--- src/rtl/dtm_pkg.sv ---
/*
 * constants, field positions and the state type of the test-mode sequencer.
 * assumes a 10 MHz reference clock; all times below derive from it.
 */
package dtm_pkg;

	localparam int unsigned CLK_KHZ          = 10000;

	// standby windows and periods, each in its own unit
	localparam int unsigned SMOKE_WIN_US     = 5000;
	localparam int unsigned LB_WIN_US        = 10000;
	localparam int unsigned LED_WIN_US       = 10000;
	localparam int unsigned CHAMBER_LOW_MS   = 3700;
	localparam int unsigned TICK_S           = 10;
	localparam int unsigned HALF_PHASE_MS    = 500;
	localparam int unsigned LB_PERIOD_S      = 80;
	localparam int unsigned CHAMBER_PERIOD_S = 320;
	localparam int unsigned EOL_PERIOD_S     = 1310400;
	localparam int unsigned HUSH_SHORT_S     = 80;
	localparam int unsigned HUSH_LONG_MIN    = 9;

	localparam int unsigned SMOKE_WIN_CYC    = SMOKE_WIN_US * CLK_KHZ / 1000;
	localparam int unsigned LB_WIN_CYC       = LB_WIN_US * CLK_KHZ / 1000;
	localparam int unsigned LED_WIN_CYC      = LED_WIN_US * CLK_KHZ / 1000;
	localparam int unsigned CHAMBER_LOW_CYC  = CHAMBER_LOW_MS * CLK_KHZ;
	localparam int unsigned TICK_CYC         = TICK_S * CLK_KHZ * 1000;
	localparam int unsigned HALF_PHASE_CYC   = HALF_PHASE_MS * CLK_KHZ;

	// periods counted in standby ticks
	localparam int unsigned LB_TICKS         = LB_PERIOD_S / TICK_S;
	localparam int unsigned CHAMBER_TICKS    = CHAMBER_PERIOD_S / TICK_S;
	localparam int unsigned EOL_TICKS        = EOL_PERIOD_S / TICK_S;
	localparam int unsigned HUSH_SHORT_TICKS = HUSH_SHORT_S / TICK_S;
	localparam int unsigned HUSH_LONG_TICKS  = HUSH_LONG_MIN * 60 / TICK_S;

	// test modes reached by mode-step pulses
	localparam logic [4:0] MODE_HORN         = 5'h03;
	localparam logic [4:0] MODE_LOW_BATTERY  = 5'h11;
	localparam logic [4:0] MODE_SERIAL       = 5'h12;
	localparam logic [4:0] MODE_LOCK         = 5'h13;
	localparam logic [4:0] MODE_MAX          = 5'h1F;

	// user_feature_calibration_word, index = printed bit number minus one
	localparam int unsigned CFG_BITS         = 35;
	localparam int unsigned BIT_TONE         = 0;
	localparam int unsigned BIT_HUSH_DIS     = 1;
	localparam int unsigned BIT_HUSH_IN_ALARM_ONLY         = 2;
	localparam int unsigned BIT_SMART        = 3;
	localparam int unsigned BIT_HUSH_TO      = 4;
	localparam int unsigned BIT_EOL_EN       = 14;
	localparam logic [34:0] CFG_RESET        = 35'h0_0000_0000;
	localparam logic [5:0]  CFG_COUNT_FULL   = 6'h23;

	// synchronised pin inputs
	localparam int unsigned NPIN             = 9;
	localparam int unsigned PIN_TEST         = 0;
	localparam int unsigned PIN_IO           = 1;
	localparam int unsigned PIN_FEED         = 2;
	localparam int unsigned PIN_STEP         = 3;
	localparam int unsigned PIN_LOWBAT       = 4;
	localparam int unsigned PIN_HIGH_SMOKE   = 5;
	localparam int unsigned PIN_REMOTE       = 6;
	localparam int unsigned PIN_LOCAL        = 7;
	localparam int unsigned PIN_BUTTON       = 8;

	localparam int unsigned NWIN             = 4;
	localparam int unsigned WIN_SMOKE        = 0;
	localparam int unsigned WIN_LB           = 1;
	localparam int unsigned WIN_LED          = 2;
	localparam int unsigned WIN_CHAMBER      = 3;

	localparam int unsigned LIFE_W           = 16;

	typedef enum logic [1:0] {
		ST_BASE = 2'b00,
		ST_TEST = 2'b01,
		ST_HORN = 2'b11
	} dtm_state_type;

endpackage

--- src/rtl/dtm_sequencer.sv ---
/*
 * test-mode sequencer, user feature decode and standby check schedule.
 * assumes all pin and comparator inputs are asynchronous to ref_clk_i and
 * that reset_i is the power-on reset of the whole detector.
 */

// Contract
// RL1: hush timeout 80 s or 9 min
// RL2: smart hush cancels on high/remote smoke
// RL3: hush on button release only in smoke
// RL4: hush disable bit kills hush
// RL5: tone bit picks continuous or temporal horn
// RL6: power up base, step high gives mode zero
// RL7: step pulse with test high advances mode
// RL8: horn mode: test falling enables horn forever
// RL9: mode 17: io rise starts battery test, led
// RL10: monitor output follows low battery flag
// RL11: mode 19: io pulse, test high sets lock
// RL12: mode 19: io pulse, test low clears lock
// RL13: lock set blocks config store
// RL14: smoke check 5 ms every 10 s
// RL15: unloaded battery check 10 ms every 80 s
// RL16: led loaded check 10 ms every 320 s
// RL17: chamber low 3.7 s every 320 s
// RL18: life count incremented every 1310400 s
// RL19: serial mode shifts 35 bits, io stores
// RL20: mode counter cleared only by reset
// RL21: step pulses ignored while test low
module dtm_sequencer
	import dtm_pkg::*;
#(
	parameter int unsigned SMOKE_WIN   = SMOKE_WIN_CYC,
	parameter int unsigned LB_WIN      = LB_WIN_CYC,
	parameter int unsigned LED_WIN     = LED_WIN_CYC,
	parameter int unsigned CHAMBER_LOW = CHAMBER_LOW_CYC,
	parameter int unsigned TICK        = TICK_CYC,
	parameter int unsigned HALF_PHASE  = HALF_PHASE_CYC
)(
	input  wire logic              ref_clk_i,
	input  wire logic              reset_i,
	input  wire logic              test_pin_i,
	input  wire logic              io_pin_i,
	input  wire logic              feed_pin_i,
	input  wire logic              mode_step_pin_i,
	input  wire logic              battery_low_i,
	input  wire logic              high_smoke_i,
	input  wire logic              remote_smoke_i,
	input  wire logic              local_smoke_i,
	input  wire logic              push_button_check_i,
	output logic                   horn_o,
	output logic                   red_indicator_o,
	output logic                   monitor_output_o,
	output logic                   smoke_power_o,
	output logic                   lowbat_check_o,
	output logic                   chamber_low_o,
	output logic                   hush_active_o,
	output logic                   ee_write_o,
	output logic                   lock_bit_o,
	output logic [4:0]             test_mode_o,
	output logic [CFG_BITS-1:0]    config_word_o,
	output logic [LIFE_W-1:0]      life_count_o
);

	logic [NPIN-1:0]     pins_raw;
	logic [NPIN-1:0]     meta_q;
	logic [NPIN-1:0]     sync_q;
	logic [NPIN-1:0]     prev_q;
	logic [NPIN-1:0]     rise;
	logic [NPIN-1:0]     fall;

	dtm_state_type       state_q;
	dtm_state_type       state_d;
	logic [4:0]          mode_q;
	logic [4:0]          mode_d;
	logic                in_mode;
	logic                step_count;

	logic [CFG_BITS-1:0] cfg_q;
	logic [CFG_BITS-1:0] shift_q;
	logic                lock_q;
	logic                lbt_q;
	logic                serial_mode;
	logic                lock_mode;
	logic                cfg_store;
	logic                lock_write;

	logic [31:0]         tick_cnt_q;
	logic                tick;
	logic [16:0]         tick_num_q;
	logic                tick_num_wrap;
	logic                standby;
	logic [NWIN-1:0]     win_start;
	logic [NWIN-1:0]     win_on;
	logic [31:0]         win_len [NWIN];
	logic                eol_step;
	logic [LIFE_W-1:0]   life_q;

	logic                hush_q;
	logic [5:0]          hush_ticks_q;
	logic [5:0]          hush_limit;
	logic                hush_arm;
	logic                hush_cancel;
	logic                hush_expire;

	logic [31:0]         half_cnt_q;
	logic                half_tick;
	logic [2:0]          phase_q;
	logic                temporal_on;
	logic                pattern;
	logic                alarm;

	assign pins_raw = {push_button_check_i, local_smoke_i, remote_smoke_i, high_smoke_i,
		battery_low_i, mode_step_pin_i, feed_pin_i, io_pin_i, test_pin_i};

	// every pin passes two flops; edges are taken only from the second stage
	genvar gi;
	generate
		for (gi = 0; gi < NPIN; gi++)
		begin : g_sync
			always_ff @(posedge ref_clk_i)
			begin
				meta_q[gi] <= pins_raw[gi];
				sync_q[gi] <= meta_q[gi];
				prev_q[gi] <= sync_q[gi];
			end
			assign rise[gi] = sync_q[gi] & ~prev_q[gi];
			assign fall[gi] = ~sync_q[gi] & prev_q[gi];
		end
	endgenerate

	// test-mode sequencing
	assign step_count = rise[PIN_STEP] & sync_q[PIN_TEST];                    // see RL21
	assign in_mode    = (state_q == ST_TEST);

	always_comb
	begin
		state_d = state_q;
		mode_d  = mode_q;
		unique case (state_q)
			ST_BASE:
			begin
				if (rise[PIN_STEP])
				begin
					state_d = ST_TEST;                                       // see RL6
				end
			end
			ST_TEST:
			begin
				if (step_count && mode_q != MODE_MAX)
				begin
					mode_d = mode_q + 5'h01;                                 // see RL7
				end
				if (mode_q == MODE_HORN && fall[PIN_TEST])
				begin
					state_d = ST_HORN;                                       // see RL8
				end
			end
			ST_HORN:
			begin
				state_d = ST_HORN;
			end
			default:
			begin
				state_d = ST_BASE;
			end
		endcase
	end

	// only power-on reset leaves the test modes
	always_ff @(posedge ref_clk_i)
	begin
		if (reset_i)
		begin
			state_q <= ST_BASE;                                              // see RL20
			mode_q  <= 5'h00;
		end
		else
		begin
			state_q <= state_d;
			mode_q  <= mode_d;
		end
	end

	// serial configuration and lock programming
	assign serial_mode = in_mode && mode_q == MODE_SERIAL;
	assign lock_mode   = in_mode && mode_q == MODE_LOCK;
	assign cfg_store   = serial_mode && rise[PIN_IO] && !lock_q;                 // see RL13
	assign lock_write  = lock_mode && rise[PIN_IO];

	// a short sequence stores whatever has been shifted so far
	always_ff @(posedge ref_clk_i)
	begin
		if (reset_i)
		begin
			shift_q <= CFG_RESET;
			cfg_q   <= CFG_RESET;
			lock_q  <= 1'b0;
			lbt_q   <= 1'b0;
			life_q  <= '0;
		end
		else
		begin
			if (serial_mode && rise[PIN_FEED])
			begin
				shift_q <= {sync_q[PIN_TEST], shift_q[CFG_BITS-1:1]};        // see RL19
			end
			if (cfg_store)
			begin
				cfg_q <= shift_q;                                            // see RL19
			end
			if (lock_write)
			begin
				lock_q <= sync_q[PIN_TEST];                                  // see RL11 see RL12
			end
			if (in_mode && mode_q == MODE_LOW_BATTERY && rise[PIN_IO])
			begin
				lbt_q <= 1'b1;                                               // see RL9
			end
			if (eol_step)
			begin
				life_q <= life_q + LIFE_W'(1);                               // see RL18
			end
		end
	end

	// standby schedule; counting in 10 s ticks keeps long periods in 17 bits
	assign standby       = (state_q == ST_BASE);
	assign tick          = standby && tick_cnt_q == TICK - 1;
	assign tick_num_wrap = tick_num_q == 17'(EOL_TICKS - 1);

	always_ff @(posedge ref_clk_i)
	begin
		if (reset_i)
		begin
			tick_cnt_q <= 32'h0000_0000;
			tick_num_q <= 17'h0_0000;
		end
		else
		begin
			tick_cnt_q <= (tick || !standby) ? 32'h0000_0000 : tick_cnt_q + 32'h0000_0001;
			if (tick)
			begin
				tick_num_q <= tick_num_wrap ? 17'h0_0000 : tick_num_q + 17'h0_0001;
			end
		end
	end

	assign win_start[WIN_SMOKE]   = tick;                                    // see RL14
	assign win_start[WIN_LB]      = tick && tick_num_q[2:0] == 3'(LB_TICKS);  // see RL15
	assign win_start[WIN_LED]     = tick && tick_num_q[4:0] == 5'h00;         // see RL16
	assign win_start[WIN_CHAMBER] = tick && tick_num_q[4:0] == 5'h00;         // see RL17
	assign win_len[WIN_SMOKE]     = SMOKE_WIN;
	assign win_len[WIN_LB]        = LB_WIN;
	assign win_len[WIN_LED]       = LED_WIN;
	assign win_len[WIN_CHAMBER]   = CHAMBER_LOW;

	generate
		for (gi = 0; gi < NWIN; gi++)
		begin : g_win
			logic [31:0] left_q;
			always_ff @(posedge ref_clk_i)
			begin
				if (reset_i)
				begin
					left_q <= 32'h0000_0000;
				end
				else if (win_start[gi])
				begin
					left_q <= win_len[gi];
				end
				else if (left_q != 32'h0000_0000)
				begin
					left_q <= left_q - 32'h0000_0001;
				end
			end
			assign win_on[gi] = (left_q != 32'h0000_0000);
		end
	endgenerate

	assign eol_step = tick && tick_num_wrap && cfg_q[BIT_EOL_EN];

	// hush
	assign hush_limit  = cfg_q[BIT_HUSH_TO] ? 6'(HUSH_SHORT_TICKS)
		: 6'(HUSH_LONG_TICKS);                                               // see RL1
	assign hush_arm    = fall[PIN_BUTTON] && !cfg_q[BIT_HUSH_DIS]             // see RL4
		&& (!cfg_q[BIT_HUSH_IN_ALARM_ONLY] || sync_q[PIN_LOCAL]);                          // see RL3
	assign hush_cancel = cfg_q[BIT_SMART]
		&& (sync_q[PIN_HIGH_SMOKE] || sync_q[PIN_REMOTE]);                   // see RL2
	assign hush_expire = hush_q && tick && hush_ticks_q + 6'h01 >= hush_limit;

	always_ff @(posedge ref_clk_i)
	begin
		if (reset_i)
		begin
			hush_q       <= 1'b0;
			hush_ticks_q <= 6'h00;
		end
		else if (hush_arm && !hush_cancel)
		begin
			hush_q       <= 1'b1;
			hush_ticks_q <= 6'h00;
		end
		else if (hush_cancel || hush_expire)
		begin
			hush_q       <= 1'b0;                                            // see RL1 see RL2
			hush_ticks_q <= 6'h00;
		end
		else if (hush_q && tick)
		begin
			hush_ticks_q <= hush_ticks_q + 6'h01;
		end
	end

	// temporal pattern: three half-second bursts, then a 1.5 s gap
	assign half_tick   = half_cnt_q == HALF_PHASE - 1;
	assign temporal_on = (phase_q == 3'h0) || (phase_q == 3'h2) || (phase_q == 3'h4);
	assign pattern     = cfg_q[BIT_TONE] ? 1'b1 : temporal_on;                // see RL5
	assign alarm       = standby && sync_q[PIN_LOCAL] && !hush_q;

	always_ff @(posedge ref_clk_i)
	begin
		if (reset_i)
		begin
			half_cnt_q <= 32'h0000_0000;
			phase_q    <= 3'h0;
		end
		else
		begin
			half_cnt_q <= half_tick ? 32'h0000_0000 : half_cnt_q + 32'h0000_0001;
			phase_q    <= half_tick ? phase_q + 3'h1 : phase_q;
		end
	end

	// registered outputs
	always_ff @(posedge ref_clk_i)
	begin
		if (reset_i)
		begin
			horn_o           <= 1'b0;
			red_indicator_o  <= 1'b0;
			monitor_output_o <= 1'b0;
			smoke_power_o    <= 1'b0;
			lowbat_check_o   <= 1'b0;
			chamber_low_o    <= 1'b0;
			hush_active_o    <= 1'b0;
			ee_write_o       <= 1'b0;
		end
		else
		begin
			horn_o           <= (state_q == ST_HORN) || (alarm && pattern);  // see RL8
			red_indicator_o  <= lbt_q || win_on[WIN_LED];                     // see RL9 see RL16
			monitor_output_o <= lbt_q && sync_q[PIN_LOWBAT];                  // see RL10
			smoke_power_o    <= win_on[WIN_SMOKE];
			lowbat_check_o   <= win_on[WIN_LB] || lbt_q;
			chamber_low_o    <= win_on[WIN_CHAMBER];
			hush_active_o    <= hush_q;
			ee_write_o       <= cfg_store || lock_write || eol_step;
		end
	end

	assign lock_bit_o    = lock_q;
	assign test_mode_o   = mode_q;
	assign config_word_o = cfg_q;
	assign life_count_o  = life_q;

endmodule // dtm_sequencer

--- config.mk ---
export PLATFORM = sky130hd
export DESIGN_NAME = dtm_sequencer
export DESIGN_NICKNAME = d
export VERILOG_FILES = /design/src/rtl/dtm_pkg.sv /design/src/rtl/dtm_sequencer.sv
export SDC_FILE = /design/constraint.sdc
export NUM_CORES = 1
export LEC_CHECK = 0
export BUFFER_PORTS_ARGS = -buffer_cell sky130_fd_sc_hd__buf_2
export CORE_ASPECT_RATIO = 0.9
export CORE_UTILIZATION = 55
export DETAILED_ROUTE_END_ITERATION = 10
export PLACE_DENSITY = 0.71
export SLEW_MARGIN = 20
export SYNTH_ARGS = -nofsm -noshare
export SYNTH_HDL_FRONTEND = slang
export SYNTH_SLANG_ARGS = --single-unit
--- constraint.sdc ---
create_clock -name ref_clk_i -period 3.7 [get_ports ref_clk_i]
set_clock_uncertainty 0.15 [all_clocks]
set_input_delay 0 -clock ref_clk_i [delete_from_list [all_inputs] [get_ports ref_clk_i]]
set_output_delay 0 -clock ref_clk_i [all_outputs]
set_load 0.03 [all_outputs]
# Word level (Yosys, flattened, before mapping)

Cells that the tools add are included.

Register bits: 345
Input port bits: 11

$lt $le $gt $ge: 1
$add $sub $neg: 11
Reductions and logical operators: 63
Mux-type cells: 16
Eq/ne operators: 14
Bitwise logic cells: 11

Operators with widths:

| cell                  | number |
|---|---|
| $reduce_bool 32->1    | 4 |
| $sub 32x1->32 const B | 4 |
| $mux 17               | 5 |
| $add 32x1->32 const B | 2 |
| $mux 26               | 2 |
| $eq 32x23->1 const B  | 1 |
| $eq 32x27->1 const B  | 1 |
| $mux 16               | 2 |
| $logic_and 1x1->1     | 25 |
| $add 17x1->17 const B | 1 |
| $eq 17x17->1 const B  | 1 |
| $add 16x1->16 const B | 1 |
| $eq 5x5->1 const B    | 3 |
| $logic_or 1x1->1      | 11 |
| $reduce_bool 2->1     | 5 |
| $reduce_or 2->1       | 5 |
| $add 6x1->6 const B   | 1 |
| $and 1x1->1           | 6 |
| $ge 6x6->1            | 1 |
| $logic_not 1->1       | 6 |
| $logic_not 3->1       | 2 |
| $mux 6                | 1 |
| $pmux 2 s3            | 1 |
| $add 5x1->5 const B   | 1 |
| other kinds (16)      | 24 |

# Longest topological paths before layout

Word-level depth: 7
Depth in mapped cells: 10
Gate-level depth less buffers: 9

# Worst setup path after synthesis

No wires, ideal clock.

Kind: register -> register
From: register tick_cnt_q[29]
To: register tick_num_q[15]
Required time: 3479 ps
Path slack: 887 ps
Data arrival time: 2592 ps
Cell stages (with the launch flop): 8
Cells stage by stage: dfxtp_1 or4b_4 or4_4 buf_6 or4_1 buf_2 or3_1 a21oi_1

Word-level cells in the longest chain between the ends: 2

RTL lines:

| item                   | line                 | RTL |
|---|---|---|
| start, declared        | dtm_sequencer.sv:87  | `logic [31:0] tick_cnt_q;` |
| start signal, assigned | dtm_sequencer.sv:240 | `tick_cnt_q <= (tick \|\| !standby) ? 32'h0000_0000 : tick_cnt_q + 32'h0000_0001;` |
| $eq 32x27->1           | dtm_sequencer.sv:228 | `assign tick = standby && tick_cnt_q == TICK - 1;` |
| $logic_and 1x1->1      | dtm_sequencer.sv:228 |  |
| end signal, assigned   | dtm_sequencer.sv:243 | `tick_num_q <= tick_num_wrap ? 17'h0_0000 : tick_num_q + 17'h0_0001;` |
| end, declared          | dtm_sequencer.sv:89  | `logic [16:0] tick_num_q;` |

Every way passes these cells.
A chain may end at the register's enable or synchronous reset.

# Worst setup path in the final report

From: register tick_cnt_q[29]
To: register hush_ticks_q[1]

Word-level cells in the longest chain between the ends: 6

RTL lines:

| item                             | line                                       | RTL |
|---|---|---|
| $eq 32x27->1 *                   | dtm_sequencer.sv:228                       |  |
| $logic_and 1x1->1 *              | dtm_sequencer.sv:228                       |  |
| $logic_and 1x1->1 *              | dtm_sequencer.sv:289, dtm_sequencer.sv:308 |  |
| $logic_and 1x1->1                | dtm_sequencer.sv:289                       | `assign hush_expire = hush_q && tick && hush_ticks_q + 6'h01 >= hush_limit;` |
| $logic_or 1x1->1                 | dtm_sequencer.sv:303                       | `else if (hush_cancel \|\| hush_expire)` |
| $reduce_or 3->1 (no source line) | n/a                                        |  |
| end signal, assigned             | dtm_sequencer.sv:310                       | `hush_ticks_q <= hush_ticks_q + 6'h01;` |
| end, declared                    | dtm_sequencer.sv:99                        | `logic [5:0] hush_ticks_q;` |

Every way passes the cells marked *; elsewhere a longest branch is shown, timed or not.

==> metrics <==
Syn Inst Count=between 1500 and 2000; first-pass GRT wire length=56200 um; DR vias=between 10000 and 15000; Critical Path Source Type=flop; IO Pins=76; htree depth=2; GR Util All Layers=0.233; Internal=0.00858 W; Iter 0 DRT Violations=approximately 760; Post-CTS Setup Bufs=0; YS warnings=0; crit path buf inv count=0; die area=approximately 28000 sq um; drt via density=5.83; Req. time, crit path=3.93 ns; Post-synth EDFFs=0; layout cells sized above 1=0.110; post-synthesis simple-gate area fraction=0.286; WS Path Type=flop to flop; Combinational Power Share=0.377; max-cap violations=0; antenna-violating nets left=0; critical path's top delay family=simple AND/OR/NAND/NOR gates; XOR/XNOR Fraction of Synth Area=0.0465; maximum VDD drop=635 uV; DRT Pass-1 Iters=5; hold-fix buffers at CTS=19; gp weighted congestion=slightly above 0.8; initial core utilization=0.563; post_cts resized=0; Seq/Total Area, Yosys=0.453; Netlist cell types=60; TritonCTS clock tree=built; vias in the first global route=approximately 12000; root buf cell=clkbuf_16; grt ovf=0; sequential power share=0.360; clock transition at the registers of the reported paths=0.06 ns; Fmax=320 MHz; Slew @ Worst Pin=0.984 ns; core area=27100 sq um; Max Transition Viols Final=0; Power Dens Cells=798 nW/um^2; Async SR Flop Fraction=0; main combinational cell family by area after synthesis=simple AND/OR/NAND/NOR gates; per-cell routed wire length=14.7 um; multiplexer area fraction after synthesis=0.00656; input/output buffers=75; top_reg_cell synth=dfxtp_1; Total Nets Final=1903; Crit. End Element=flop; Syn Nets=1832; Max-slew headroom=0.344; clk_lat worst skew=around 0.52 ns; Largest stage delay, worst path=0.65 ns; antenna cell count=0; CP max FO=16; final worst-path cycle share=0.844; antenna violations before repair=1; compound-cell area share of the yosys netlist=0.155; DRC viols=0; Area Overhead vs Synth=13.8%; Hold Path Class=flop to flop; RSZ-0062 raised after global routing=false; Routed WL=~33000 um; clock sink count=around 350; CTS Buf Count=37; adder-cell area share of the yosys netlist=0.0205; Sw Share=0.380; Core Util, Final=0.640; static leakage=6.27 nW; fin crit period=about 3.1 ns; worst-path cell chain=or4b_4, or4_4, or3_1, o31ai_1, nor2_1; status=completed; Die Y=around 160 um; Post-Syn Area per Cell=8.49 sq um; Final Hold Viols=0; row cnt=57; Syn Std Cell Area=15200 sq um; Pwr Total=~0.014 W; final setup vio count=0; crit path DAT=3.35 ns; post-DP HPWL=21600 um; largest net degree at the start of global routing=82; Die W=around 180 um; setup TNS=0 ns; FF+latch count, synth=~350; Clk pwr share=0.263; crit path max-delay cell type=o31ai_1; Sw Pwr=roughly 0.0053 W; worst-case clock buffer depth=3
-- placed cells by master (no fill, tap or decap), types with 6 or more instances in the layout --
cell type      synthesis  routed
nor4_1                38      37
dfxtp_1              345     345
dlygate4sd3_1          0      19
o21ai_0               61      61
o21a_1                 6       6
nor3_1                40      39
nor4b_1               11      11
nor2_1               133     133
buf_4                  0      30
inv_1                 38      38
clkbuf_8               0       8
and4_1                 7       7
clkinv_2               0       6
or3_1                 89      89
mux2i_1               10      10
nand2_1              209     209
and3_1                25      25
or4_1                 74      74
ha_1                  25      25
xnor2_1               39      39
nand3_1               54      54
xor2_1                42      42
or2_2                 21      21
o41ai_1               13      12
buf_2                  7      74
o31ai_1               60      60
and2_1                11      11
o211ai_1               6       6
clkbuf_16              0      39
clkbuf_1              80      11
a21oi_1              196     196
nand3b_1              13      13
a211oi_1               6       6
nand4_1               33      33
nand2b_1              12      12
a31oi_1               22      22
-- Yosys cell counts, drive strengths merged (21+ instances only) --
library cell / count / share of area
clkbuf: 80 / 0.020
o21ai: 63 / 0.021
nor2: 133 / 0.033
xnor2: 39 / 0.022
nand3: 54 / 0.018
or3: 89 / 0.037
or2: 21 / 0.0086
inv: 38 / 0.0094
ha: 25 / 0.021
or4: 75 / 0.037
nor3: 40 / 0.013
xor2: 42 / 0.024
o31ai: 60 / 0.030
nand4: 33 / 0.014
dfxtp: 345 / 0.45
nand2: 209 / 0.051
nor4: 40 / 0.017
a21oi: 196 / 0.064
and3: 25 / 0.010
a31oi: 22 / 0.0090
-- stage by stage --
stage | cell area [sq um] | instances | hold WS [ns] | worst slack, ns
final | 17300 | 2249 | 0.166 | 0.577
after global routing | 17300 | 2249 | 0.176 | 0.409
after CTS | 17300 | 2249 | 0.168 | 0.577
after detailed placement | 16000 | 2163 | -0.0462 | 0.581
after global placement | 16000 | 2163 | -0.0457 | 0.606
after floorplan | 15200 | 1796 | -0.122 | 0.887
-- power by group through the flow --
stage / Combinational, W / Clock (W) / Sequential (W)
2_1_floorplan: 0.00411 / 0 / 0.00491
3_3_place_gp: 0.00499 / 0 / 0.00501
3_5_place_dp: 0.00515 / 0 / 0.00504
4_1_cts: 0.00521 / 0.00371 / 0.00497
5_1_grt: 0.00591 / 0.00386 / 0.00510
6_report: 0.00522 / 0.00364 / 0.00498
-- cell type report --
cell class	count	area, sq um
well taps	354	443
clock inverters	9	77.6
fillers	2355	9750
repair buffers	123	786
inverters	38	143
flip-flops and latches	345	6910
multi-input cells	1322	7860
clock buffers	58	1130
-- final timing paths --
kind | startpoint | end | slack [ns] | cells after the start
worst min register to register | meta_q[4] | sync_q[4] | 0.17 | 0
worst min-delay path | meta_q[4] | sync_q[4] | 0.17 | 0
worst max-delay path | tick_cnt_q[29] | hush_ticks_q[1] | 0.58 | 5
worst max register to register | tick_cnt_q[29] | hush_ticks_q[1] | 0.58 | 5
-- logic make-up (layout without fill, tap and decap cells) --
family / Yosys count / count (layout)
mux: 10 / 10
simple gates: 809 / 809
compound gates: 397 / 397
xor+xnor: 81 / 81
buf+inv: 129 / 228
flops: 345 / 345
fa+ha+maj: 25 / 25
-- routing by layer --
metal / share of wire / global-route usage
met1: 0.49 / 0.327
met2: 0.44 / 0.365
met3: 0.046 / 0.0412
met4: 0.016 / 0.0633
met5: 0 / 0
-- sequential cells by signal (all words and copies together) (netlist names), 2 cells and up --
name,count
meta_q,9
prev_q,5
config_word_o,35
tick_num_q,17
test_mode_o,5
half_cnt_q,32
tick_cnt_q,32
life_count_o,16
g_win.left_q,128
shift_q,35
state_q,2
phase_q,3
sync_q,9
hush_ticks_q,6
-- worst register-to-register path, cell delays in order (launching register included) --
cell	delay, ns
dfxtp_1	0.33
or4b_4	0.56
or4_4	0.60
or3_1	0.57
o31ai_1	0.65
nor2_1	0.12
Note: power is estimated with default switching activity, not from simulation.
